[src/logic/ppao_cfg.svh]
`ifndef PPAO_CFG_SVH
`define PPAO_CFG_SVH

// ==========================================================
// Register offsets on the plain register port
`define PPAO_ADDR_PIN        8'h10
`define PPAO_ADDR_DIR        8'h11
`define PPAO_ADDR_LATCH      8'h12
`define PPAO_ADDR_MCU        8'h35

// ==========================================================
// Reset values and write masks
`define PPAO_PORT_RESET      8'h00
`define PPAO_MCU_RESET       8'h00
`define PPAO_MCU_WMASK       8'h7b
`define PPAO_READ_IDLE       8'h00

// ==========================================================
// Control register field positions
`define PPAO_MCU_PULLOFF     6
`define PPAO_MCU_SLEEP_EN    5
`define PPAO_MCU_MODE_HI     4
`define PPAO_MCU_MODE_LO     3
`define PPAO_MCU_ISC1        1
`define PPAO_MCU_ISC0        0

// ==========================================================
// Port A pins that carry alternate-function overrides
`define PPAO_PIN_CMP_NEG     7
`define PPAO_PIN_CMP_POS     6
`define PPAO_PIN_REF         3

// ==========================================================
// Default pull-up term {direction, latch, pull-up disable}
`define PPAO_PULLUP_PATTERN  3'h2

// ==========================================================
// Edges after reset before the pin history holds real samples
`define PPAO_WARM_DONE       2'h3

`endif

[src/logic/ppao_pkg.sv]
package ppao_pkg;

  // ==========================================================
  // Override bundle produced by the alternate-function owner
  typedef struct packed {
    logic pullup_override_enable;
    logic pullup_override_value;
    logic direction_override_enable;
    logic direction_override_value;
    logic port_value_override_enable;
    logic port_value_override_value;
    logic input_enable_override_enable;
    logic input_enable_override_value;
  } ppao_ovr_t;

  // ==========================================================
  // Resolved pad controls for one pin
  typedef struct packed {
    logic pullup_en;
    logic drive_en;
    logic drive_val;
    logic input_en;
  } ppao_pad_t;

endpackage

[src/logic/ppao_top.sv]
`timescale 1ns/1ps
// Functional notes
// Pull-up follows override, else pattern 010
// Pull-up override value forces pull-up state
// Driver enable follows direction override or bit
// Direction override value forces driver state
// Driven level from override or output latch
// Port value override ignores output latch
// Input enable follows override or sleep state
// Input override value forces input enable
// Digital input taken before port synchroniser
// Analog path attaches directly to pad
// Global pull-up disable kills all pull-ups
// Control register fields, reserved bits zero
// Pin change fires even on outputs
// Comparator pins: interrupt needs enables, unmasked
// Negative comparator pin input stays on asleep
// Positive comparator pin input stays on asleep
// Software: no output toggles during conversion
// Software: analog pins as inputs, no pull-up
// Only three pins overridden; reference pin more
// Overrides per pin; strobes shared per port
// Comparator pins: enable is group and disable
// Reference select disables reference pin drivers
// Direction bit one means output
// Override muxes purely combinational
module ppao_top
  import ppao_pkg::*;
(
  input  wire logic                mclk,
  input  wire logic                rst,
  input  wire logic [7:0]          reg_addr,
  input  wire logic [7:0]          reg_wdata,
  input  wire logic                reg_wr,
  input  wire logic                reg_rd,
  output logic      [7:0]          reg_rdata,
  input  wire logic [7:0]          pad_in,
  input  wire logic                sleep_clamp,
  input  wire logic                comparator_disable,
  input  wire logic                reference_select_low,
  input  wire logic                pin_change_group_b_enable,
  input  wire logic                global_irq_enable,
  output ppao_pkg::ppao_pad_t [7:0] pad_ctrl,
  output logic      [7:0]          alt_digital_input,
  output logic                     pin_change_group_b,
  output logic                     global_pullup_disable,
  output logic                     sleep_enable_bit,
  output logic                     sleep_mode_select_hi,
  output logic                     sleep_mode_select_lo,
  output logic                     ext_irq_sense_hi,
  output logic                     ext_irq_sense_lo
);
  `include "ppao_cfg.svh"

  // ==========================================================
  // Declarations
  logic [7:0]      dir_q;
  logic [7:0]      latch_q;
  logic [7:0]      mcu_q;
  logic [7:0]      pin_sync;
  logic [7:0]      pin_prev_q;
  logic [1:0]      warm_q;
  logic [7:0]      rd_mux;
  logic [7:0]      pc_mask;
  logic [7:0]      pc_event;
  logic [7:0]      clamped_in;
  ppao_ovr_t [7:0] ovr;
  logic            port_latch_write_strobe;
  logic            direction_write_strobe;
  logic            mcu_write_strobe;
  logic            port_latch_read_strobe;
  logic            pin_read_strobe_port;
  logic            direction_read_strobe;
  logic            mcu_read_strobe;
  logic            pc_gate_cmp;
  logic            pc_gate_ref;

  // ==========================================================
  // Address match, shared by write and read decoding
  function automatic logic addr_hit(input logic [7:0] addr, input logic [7:0] offs);
    addr_hit = (addr == offs);
  endfunction

  // ==========================================================
  // Override values for each port pin, built by the owners' terms
  function automatic ppao_ovr_t ovr_for(input int idx,
                                        input logic cmp_off,
                                        input logic refs,
                                        input logic pcie);
    ppao_ovr_t o;
    o = '0;
    if (idx == `PPAO_PIN_CMP_NEG || idx == `PPAO_PIN_CMP_POS) begin
      o.input_enable_override_enable = pcie & cmp_off;
      o.input_enable_override_value  = 1'b1;
    end else if (idx == `PPAO_PIN_REF) begin
      o.pullup_override_enable       = refs;
      o.pullup_override_value        = 1'b0;
      o.direction_override_enable    = refs;
      o.direction_override_value     = 1'b0;
      o.input_enable_override_enable = pcie & ~refs;
      o.input_enable_override_value  = 1'b1;
    end
    ovr_for = o;
  endfunction

  // ==========================================================
  // Port-wide access strobes, one set for all eight pins
  assign port_latch_write_strobe = reg_wr & addr_hit(reg_addr, `PPAO_ADDR_LATCH);
  assign direction_write_strobe  = reg_wr & addr_hit(reg_addr, `PPAO_ADDR_DIR);
  assign mcu_write_strobe        = reg_wr & addr_hit(reg_addr, `PPAO_ADDR_MCU);
  assign port_latch_read_strobe  = reg_rd & addr_hit(reg_addr, `PPAO_ADDR_LATCH);
  assign pin_read_strobe_port    = reg_rd & addr_hit(reg_addr, `PPAO_ADDR_PIN);
  assign direction_read_strobe   = reg_rd & addr_hit(reg_addr, `PPAO_ADDR_DIR);
  assign mcu_read_strobe         = reg_rd & addr_hit(reg_addr, `PPAO_ADDR_MCU);

  // ==========================================================
  // Read data select; unmapped addresses read as zero
  always_comb begin
    if (pin_read_strobe_port) begin
      rd_mux = pin_sync;
    end else if (direction_read_strobe) begin
      rd_mux = dir_q;
    end else if (port_latch_read_strobe) begin
      rd_mux = latch_q;
    end else if (mcu_read_strobe) begin
      rd_mux = mcu_q;
    end else begin
      rd_mux = `PPAO_READ_IDLE;
    end
  end

  // ==========================================================
  // Port direction and output latch registers
  always_ff @(posedge mclk or posedge rst) begin
    if (rst) begin
      dir_q   <= `PPAO_PORT_RESET;
      latch_q <= `PPAO_PORT_RESET;
    end else begin
      if (direction_write_strobe) begin
        dir_q <= reg_wdata;
      end
      if (port_latch_write_strobe) begin
        latch_q <= reg_wdata;
      end
    end
  end

  // ==========================================================
  // Control register; reserved bits masked so they stay zero
  always_ff @(posedge mclk or posedge rst) begin
    if (rst) begin
      mcu_q <= `PPAO_MCU_RESET;
    end else if (mcu_write_strobe) begin
      mcu_q <= reg_wdata & `PPAO_MCU_WMASK;
    end
  end

  // Read data stands one cycle only, zero otherwise
  always_ff @(posedge mclk or posedge rst) begin
    if (rst) begin
      reg_rdata <= `PPAO_READ_IDLE;
    end else begin
      reg_rdata <= rd_mux;
    end
  end

  // Control fields presented to the sleep and interrupt logic
  assign global_pullup_disable = mcu_q[`PPAO_MCU_PULLOFF];
  assign sleep_enable_bit      = mcu_q[`PPAO_MCU_SLEEP_EN];
  assign sleep_mode_select_hi  = mcu_q[`PPAO_MCU_MODE_HI];
  assign sleep_mode_select_lo  = mcu_q[`PPAO_MCU_MODE_LO];
  assign ext_irq_sense_hi      = mcu_q[`PPAO_MCU_ISC1];
  assign ext_irq_sense_lo      = mcu_q[`PPAO_MCU_ISC0];

  // ==========================================================
  // Per-pin override logic; pad controls are not registered,
  // so an override change reaches the pad in the same cycle
  genvar gi;
  generate
    for (gi = 0; gi < 8; gi++) begin : g_pin
      assign ovr[gi] = ovr_for(gi, comparator_disable, reference_select_low,
                               pin_change_group_b_enable);
      ppao_pin_ctrl u_pin (
        .ovr                   (ovr[gi]),
        .pin_direction_bit     (dir_q[gi]),
        .pin_output_latch_bit  (latch_q[gi]),
        .global_pullup_disable (mcu_q[`PPAO_MCU_PULLOFF]),
        .sleep_clamp           (sleep_clamp),
        .pad_in                (pad_in[gi]),
        .pad                   (pad_ctrl[gi]),
        .alt_digital_input     (alt_digital_input[gi])
      );
      assign clamped_in[gi] = alt_digital_input[gi];
    end
  endgenerate

  // Analog path never enters this logic: pad ring ties it to pad R10

  // ==========================================================
  // Port synchroniser for the pin read register and pin change
  ppao_sync u_sync (
    .mclk     (mclk),
    .rst      (rst),
    .async_in (clamped_in),
    .sync_out (pin_sync)
  );

  // ==========================================================
  // Pin change gating; direction is deliberately not looked at,
  // so software toggling an output still raises the event
  assign pc_gate_cmp = global_irq_enable & pin_change_group_b_enable & comparator_disable;
  assign pc_gate_ref = global_irq_enable & pin_change_group_b_enable & ~reference_select_low;

  always_comb begin
    pc_mask                   = 8'h00;
    pc_mask[`PPAO_PIN_CMP_NEG] = pc_gate_cmp;
    pc_mask[`PPAO_PIN_CMP_POS] = pc_gate_cmp;
    pc_mask[`PPAO_PIN_REF]     = pc_gate_ref;
  end

  // No event until the history holds a real pad sample, so a pin
  // that idles high does not look like a change just after reset
  assign pc_event = (pin_sync ^ pin_prev_q) & pc_mask & {8{warm_q == `PPAO_WARM_DONE}};

  // Warm-up count: synchroniser plus history need three edges
  always_ff @(posedge mclk or posedge rst) begin
    if (rst) begin
      warm_q <= 2'h0;
    end else if (warm_q != `PPAO_WARM_DONE) begin
      warm_q <= warm_q + 2'h1;
    end
  end

  // Edge history and one-cycle event pulse
  always_ff @(posedge mclk or posedge rst) begin
    if (rst) begin
      pin_prev_q         <= 8'h00;
      pin_change_group_b <= 1'b0;
    end else begin
      pin_prev_q         <= pin_sync;
      pin_change_group_b <= |pc_event;
    end
  end
endmodule

[src/logic/ppao_sync.sv]
`timescale 1ns/1ps
module ppao_sync (
  input  wire logic       mclk,
  input  wire logic       rst,
  input  wire logic [7:0] async_in,
  output logic      [7:0] sync_out
);
  logic [7:0] meta_q;

  // ==========================================================
  // Two-stage synchroniser, first stage read only by second
  always_ff @(posedge mclk or posedge rst) begin
    if (rst) begin
      meta_q   <= 8'h00;
      sync_out <= 8'h00;
    end else begin
      meta_q   <= async_in;
      sync_out <= meta_q;
    end
  end
endmodule

[src/logic/ppao_pin_ctrl.sv]
`timescale 1ns/1ps
module ppao_pin_ctrl
  import ppao_pkg::*;
(
  input  ppao_pkg::ppao_ovr_t ovr,
  input  wire logic           pin_direction_bit,
  input  wire logic           pin_output_latch_bit,
  input  wire logic           global_pullup_disable,
  input  wire logic           sleep_clamp,
  input  wire logic           pad_in,
  output ppao_pkg::ppao_pad_t pad,
  output logic                alt_digital_input
);
  `include "ppao_cfg.svh"

  logic dflt_pullup;
  logic port_value;
  logic dflt_input_en;

  // ==========================================================
  // Default terms; no register so overrides act at once
  assign dflt_pullup   = ({pin_direction_bit, pin_output_latch_bit, global_pullup_disable}
                          == `PPAO_PULLUP_PATTERN);
  assign dflt_input_en = ~sleep_clamp;

  // Override multiplexers
  assign pad.pullup_en = ovr.pullup_override_enable ? ovr.pullup_override_value : dflt_pullup;
  assign pad.drive_en  = ovr.direction_override_enable ? ovr.direction_override_value
                                                        : pin_direction_bit;
  assign port_value    = ovr.port_value_override_enable ? ovr.port_value_override_value
                                                        : pin_output_latch_bit;
  assign pad.drive_val = pad.drive_en & port_value;
  assign pad.input_en  = ovr.input_enable_override_enable ? ovr.input_enable_override_value
                                                           : dflt_input_en;

  // Raw gated input, ahead of any synchroniser
  assign alt_digital_input = pad_in & pad.input_en;
endmodule

[config.mk]
export PLATFORM = sky130hd
export DESIGN_NAME = ppao_top
export DESIGN_NICKNAME = d
export VERILOG_FILES = /design/src/logic/ppao_pkg.sv /design/src/logic/ppao_top.sv /design/src/logic/ppao_sync.sv /design/src/logic/ppao_pin_ctrl.sv
export VERILOG_INCLUDE_DIRS = /design/src /design/src/logic
export SDC_FILE = /design/constraint.sdc
export NUM_CORES = 1
export LEC_CHECK = 0
export BUFFER_PORTS_ARGS = -buffer_cell sky130_fd_sc_hd__buf_2
export CORE_AREA = 2 2 78 80
export CTS_CLUSTER_DIAMETER = 60
export DETAILED_ROUTE_END_ITERATION = 6
export DIE_AREA = 0 0 80 82
export HOLD_SLACK_MARGIN = 0.12
export PLACE_DENSITY = 0.77
export SYNTH_ARGS = -nofsm -noshare
export SYNTH_HDL_FRONTEND = slang
export SYNTH_HIERARCHICAL = 1
export SYNTH_SLANG_ARGS = --single-unit
[constraint.sdc]
create_clock -name mclk -period 1.22 [get_ports mclk]
set_clock_uncertainty 0.05 [all_clocks]
set_input_delay 0.183 -clock mclk [delete_from_list [all_inputs] [get_ports mclk]]
set_output_delay 0.183 -clock mclk [all_outputs]
set_load 0.01 [all_outputs]
; Word-level counts from Yosys, hierarchy flattened
; Index checks and enable logic that the tools add are counted.
[op_classes]
n_addsub = 1
eq_ne = 14
n_mux = 8
bitwise_logic = 33
n_reduce_logical = 1
[ops]
columns = op, n
row1 = 1-bit bitwise AND, 28
row2 = "3-bit by 2-bit == test with 1-bit output, second input constant", 8
row3 = "8-bit by 5-bit == test with 1-bit output, second input constant", 3
row4 = 8-bit two-way mux, 3
row5 = 8-bit bitwise AND, 2
row6 = "8-bit by 6-bit == test with 1-bit output, second input constant", 1
row7 = 8-bit OR reduction, 1
row8 = 8-bit bitwise XOR, 1
row9 = 7-bit two-way mux, 1
row10 = 1-bit two-way mux, 4
row11 = "2-bit by 1-bit adder with 2-bit output, second input constant", 1
row12 = "2-bit == test, second input constant", 1
row13 = "2-bit != test, second input constant", 1
row14 = 1-bit NOT, 2
[word_totals]
regBits = 57
inputBits = 33
out_inout_bits = 55
wordCells = 66

; Longest topological paths before layout
[logic_depth]
depth_word = 6
depth_mapped = 6
ltp_nobuf = 4

; Cells and area by module
; The synthesis kept the hierarchy.
[modules_own_cells]
columns = module, n_inst, cells_per_inst, area_each_um2, seq_area_each_um2
row1 = ppao_top, 1, 133, 1690.4, 900.9
row2 = ppao_pin_ctrl, 8, 10, 87.6, 0.0
row3 = ppao_sync, 1, 17, 404.1, 400.4

; Worst setup path before layout
; OpenSTA, ideal clock, no wires.
[synth_path]
path_kind = input port to flip-flop
start = input port reg_addr[7]
end = register latch_q[0]
setup_time_ns = 0.125
arrival_ns = 1.460
t_required_ns = 1.045
slack_ns = -0.415
cell_stages = 4
path_buffers = 0
cell_sequence = or4b_4 > nor3_4 > nand4b_4 > mux2_2
[synth_between]
elab_chain_cells = 2
[synth_lines]
columns = item, line
row1 = start: declaration, ppao_top.sv:32  ; input wire logic [7:0] reg_addr,
row2 = 8-bit by 5-bit == test with 1-bit output, ppao_top.sv:81  ; addr_hit = (addr == offs);
row3 = 1-bit bitwise AND, ppao_top.sv:108  ; assign port_latch_write_strobe = reg_wr & addr_hit(reg_addr, `PPAO_ADDR_LATCH);
row4 = end signal: assignment, ppao_top.sv:137  ; latch_q <= `PPAO_PORT_RESET;
row5 = end signal: assignment, ppao_top.sv:143  ; latch_q <= reg_wdata;
row6 = end: declaration, ppao_top.sv:58  ; logic [7:0] latch_q;
; Every way passes these cells.
; A chain may end at the register's enable or synchronous reset.

==> results_dict.tcl <==
set metrics [dict create \
    outcome "complete, but fails checks" \
    violations "setup timing" \
    drcViolationCount 0 \
    area_growth_pct 59.94 \
    gp_congestion 0.8230 \
    worst-path-max-fanout 7 \
    period_share 1.300 \
    port_buffers 87 \
    endpoint_kind "primary output" \
    grt_pass1_wl_um 10810 \
    slew_violations 0 \
    row_count 28 \
    root_buffer "clkbuf_8" \
    ios 88 \
    worstPathRequired_ns 0.99 \
    leakage_nw 2.410 \
    postRouteWirelength_um 6979 \
    grt_max_degree 37 \
    grt_antenna_before_repair 0 \
    n_antenna_cell 0 \
    htree_levels 2 \
    wire_per_inst_um 13.24 \
    synthArstFlopShare 1.000 \
    worst_slew_pin_slew_ns 0.5717 \
    grtUsageTotal 0.2190 \
    max_freq_mhz 630.7 \
    vias 2489 \
    drt_pass1_iterations 5 \
    start_util 0.4865 \
    cts.clk_slew.worst_paths_ns 0.08 \
    ir_worst_vdd_mv 0.7065 \
    n_fill_cell 360 \
    placed_area_sq_mm 0.003761 \
    viasPerCell 4.723 \
    drive_above_1_share 0.5155 \
    synth.distinct_cells 36 \
    syn_avg_cell_area_sq_um 12.15 \
    regArea_sq_mm 0.001301 \
    rsz0062_at_grt "yes" \
    drt-initial-drc-count 85 \
    criticalPathCategory "register to primary output" \
    cts.path.max_buffers 2 \
    fp.dieH_um 82 \
    grt_pass1_vias 2437 \
    ys_seq_area_frac 0.4655 \
    multiInputGateArea_sq_mm 0.001787 \
    hpwl_um 4737 \
    placed_cells 479 \
    numClockSinks 52 \
    cts_buffers 5 \
    synth_edf_count 0 \
    slew_headroom 0.6185 \
    yosys_warnings 6 \
    detail-route-antenna-nets 0 \
    synth-seq-cells 52 \
    die_width_um 80 \
    power_density_mw_per_mm2 857.9 \
    cts_tree "built" \
    hold_ws_ns 0.1820 \
    start_kind "register" \
    syn_inst 230 \
    core_sq_mm 0.005746 \
    hp-class "input pin to register" \
    period_minus_slack_ns 1.586 \
    nets 485 \
    dieArea_sq_mm 0.006560 \
    worst_slack_ns -0.3656 \
    max_cap_violations 0 \
    setup_viol 55 \
    design_area_sq_mm 0.004471 \
    whs_path_depth 3 \
    overflow 0 \
    layout.cells.non_filler 527 \
    synth_ff_type "dfrtp_1" \
    netlist_area_sq_mm 0.002795 \
    crit_arrival_ns 1.35 \
    hold_viol 0 \
    r2r_cells 6 \
    clk_latency_ns 0.31 \
]
==> where the power goes <==
group / internal [W] / switching (W) / leakage (nW) / total [W]
Combinational: 0.000464 / 0.000380 / 1.66 / 0.000844
Sequential: 0.00180 / 0.0000489 / 0.693 / 0.00185
Clock: 0.000609 / 0.000536 / 0.0552 / 0.00115
==> cells by family (layout without fill, tap and decap cells) <==
group / Yosys count / count (layout) / synth area share
and+or+nand+nor: 69 / 69 / 0.1580
adders and majority gates: 1 / 1 / 0.004476
DFF: 52 / 52 / 0.4655
xor gates and xnor gates: 4 / 4 / 0.01254
buffers and inverters: 17 / 170 / 0.02328
other: 2 / 71 / 0.002687
AOI/OAI and AO/OA: 38 / 38 / 0.1262
muxes: 47 / 47 / 0.2073
==> stage by stage <==
step           setup WS [ns]  total power (W)  utilization  setup TNS, ns
3_3_place_gp         -0.5959         0.002513       0.6546         -15.34
5_1_grt              -0.4355         0.004030       0.7781         -14.56
3_5_place_dp         -0.6341         0.002536       0.6546         -16.36
4_1_cts              -0.3589         0.003797       0.7530         -11.52
6_report             -0.3656         0.003835       0.7781         -12.64
2_1_floorplan        -0.4142         0.002272            -         -8.737
==> worst max-delay path: stages (launching register included) <==
cell and delay (ns):
dfrtp_1 0.41, buf_6 0.16, o41ai_2 0.29, buf_2 0.19
==> cell usage after synthesis, types with 4 or more instances <==
master    count  area (sq um)
mux2_4       16         240.2
a21oi_1       6         30.03
dfrtp_1      52          1301
o21ai_0       8         40.04
a22oi_1       6         45.04
nor2_1        8         30.03
nand2_1      27         101.4
nand3b_1      4         30.03
mux2i_1       8         80.08
inv_1        12         45.04
a21boi_2      8         90.09
o41ai_2       8         130.1
mux2_2       23         259.0
and2_4        8         70.07
or2_2         8         50.05
==> sequential cells by signal, indices dropped and copies added (netlist names) <==
register and count:
dir_q 8, latch_q 8, reg_rdata 8, u_sync/meta_q 8, u_sync/sync_out 8, mcu_q 6, pin_prev_q 3, warm_q 2
pin_change_group_b 1
==> cells in the final DEF (no fill, tap or decap), types with 12 or more instances in the layout <==
cell           synthesis  final
dlygate4sd3_1          0     16
conb_1                 2     71
buf_4                  0     35
dfrtp_1               52     52
buf_2                  1     65
buf_6                  0     32
inv_1                 12     12
mux2_2                23     21
nand2_1               27     26
mux2_4                16     18
==> area by class of cell <==
type | count | area share
clock buffer | 6 | 0.01623
sequential | 52 | 0.2911
multi-input combinational | 230 | 0.3997
inverter | 12 | 0.01008
timing repair buffer | 150 | 0.2541
clock inverter | 2 | 0.007837
tap | 75 | 0.02099
==> metal layers <==
layer / up-vias / GRT usage / part of all wire
met5: - / 0 / 0
met3: 21 / 0.05275 / 0.053
met2: 87 / 0.4008 / 0.55
li1: 1189 / - / -
met4: 0 / 0.08644 / 0.024
met1: 1192 / 0.2456 / 0.37
==> final timing paths <==
check | start | to | slack, ns
worst max-delay path | mcu_q[6] | pad_ctrl[7] | -0.37
worst min-delay path | pad_in[3] | u_sync/meta_q[3] | 0.18
worst max register to register | latch_q[6] | reg_rdata[6] | -0.02
worst min register to register | u_sync/meta_q[0] | u_sync/sync_out[0] | 0.30
max in group asynchronous | rst | u_sync/sync_out[6] | 0.30
min in group asynchronous | rst | latch_q[1] | 0.43
==> what timing repair did <==
item,4_1_cts,5_1_grt
hold endpoints to repair,81,0
pin swaps,20,9
resized for setup,34,23
buffers inserted,17,8
hold buffers,16,0
endpoints found under the setup margin,56,55
(Power assumes the default switching activity.)
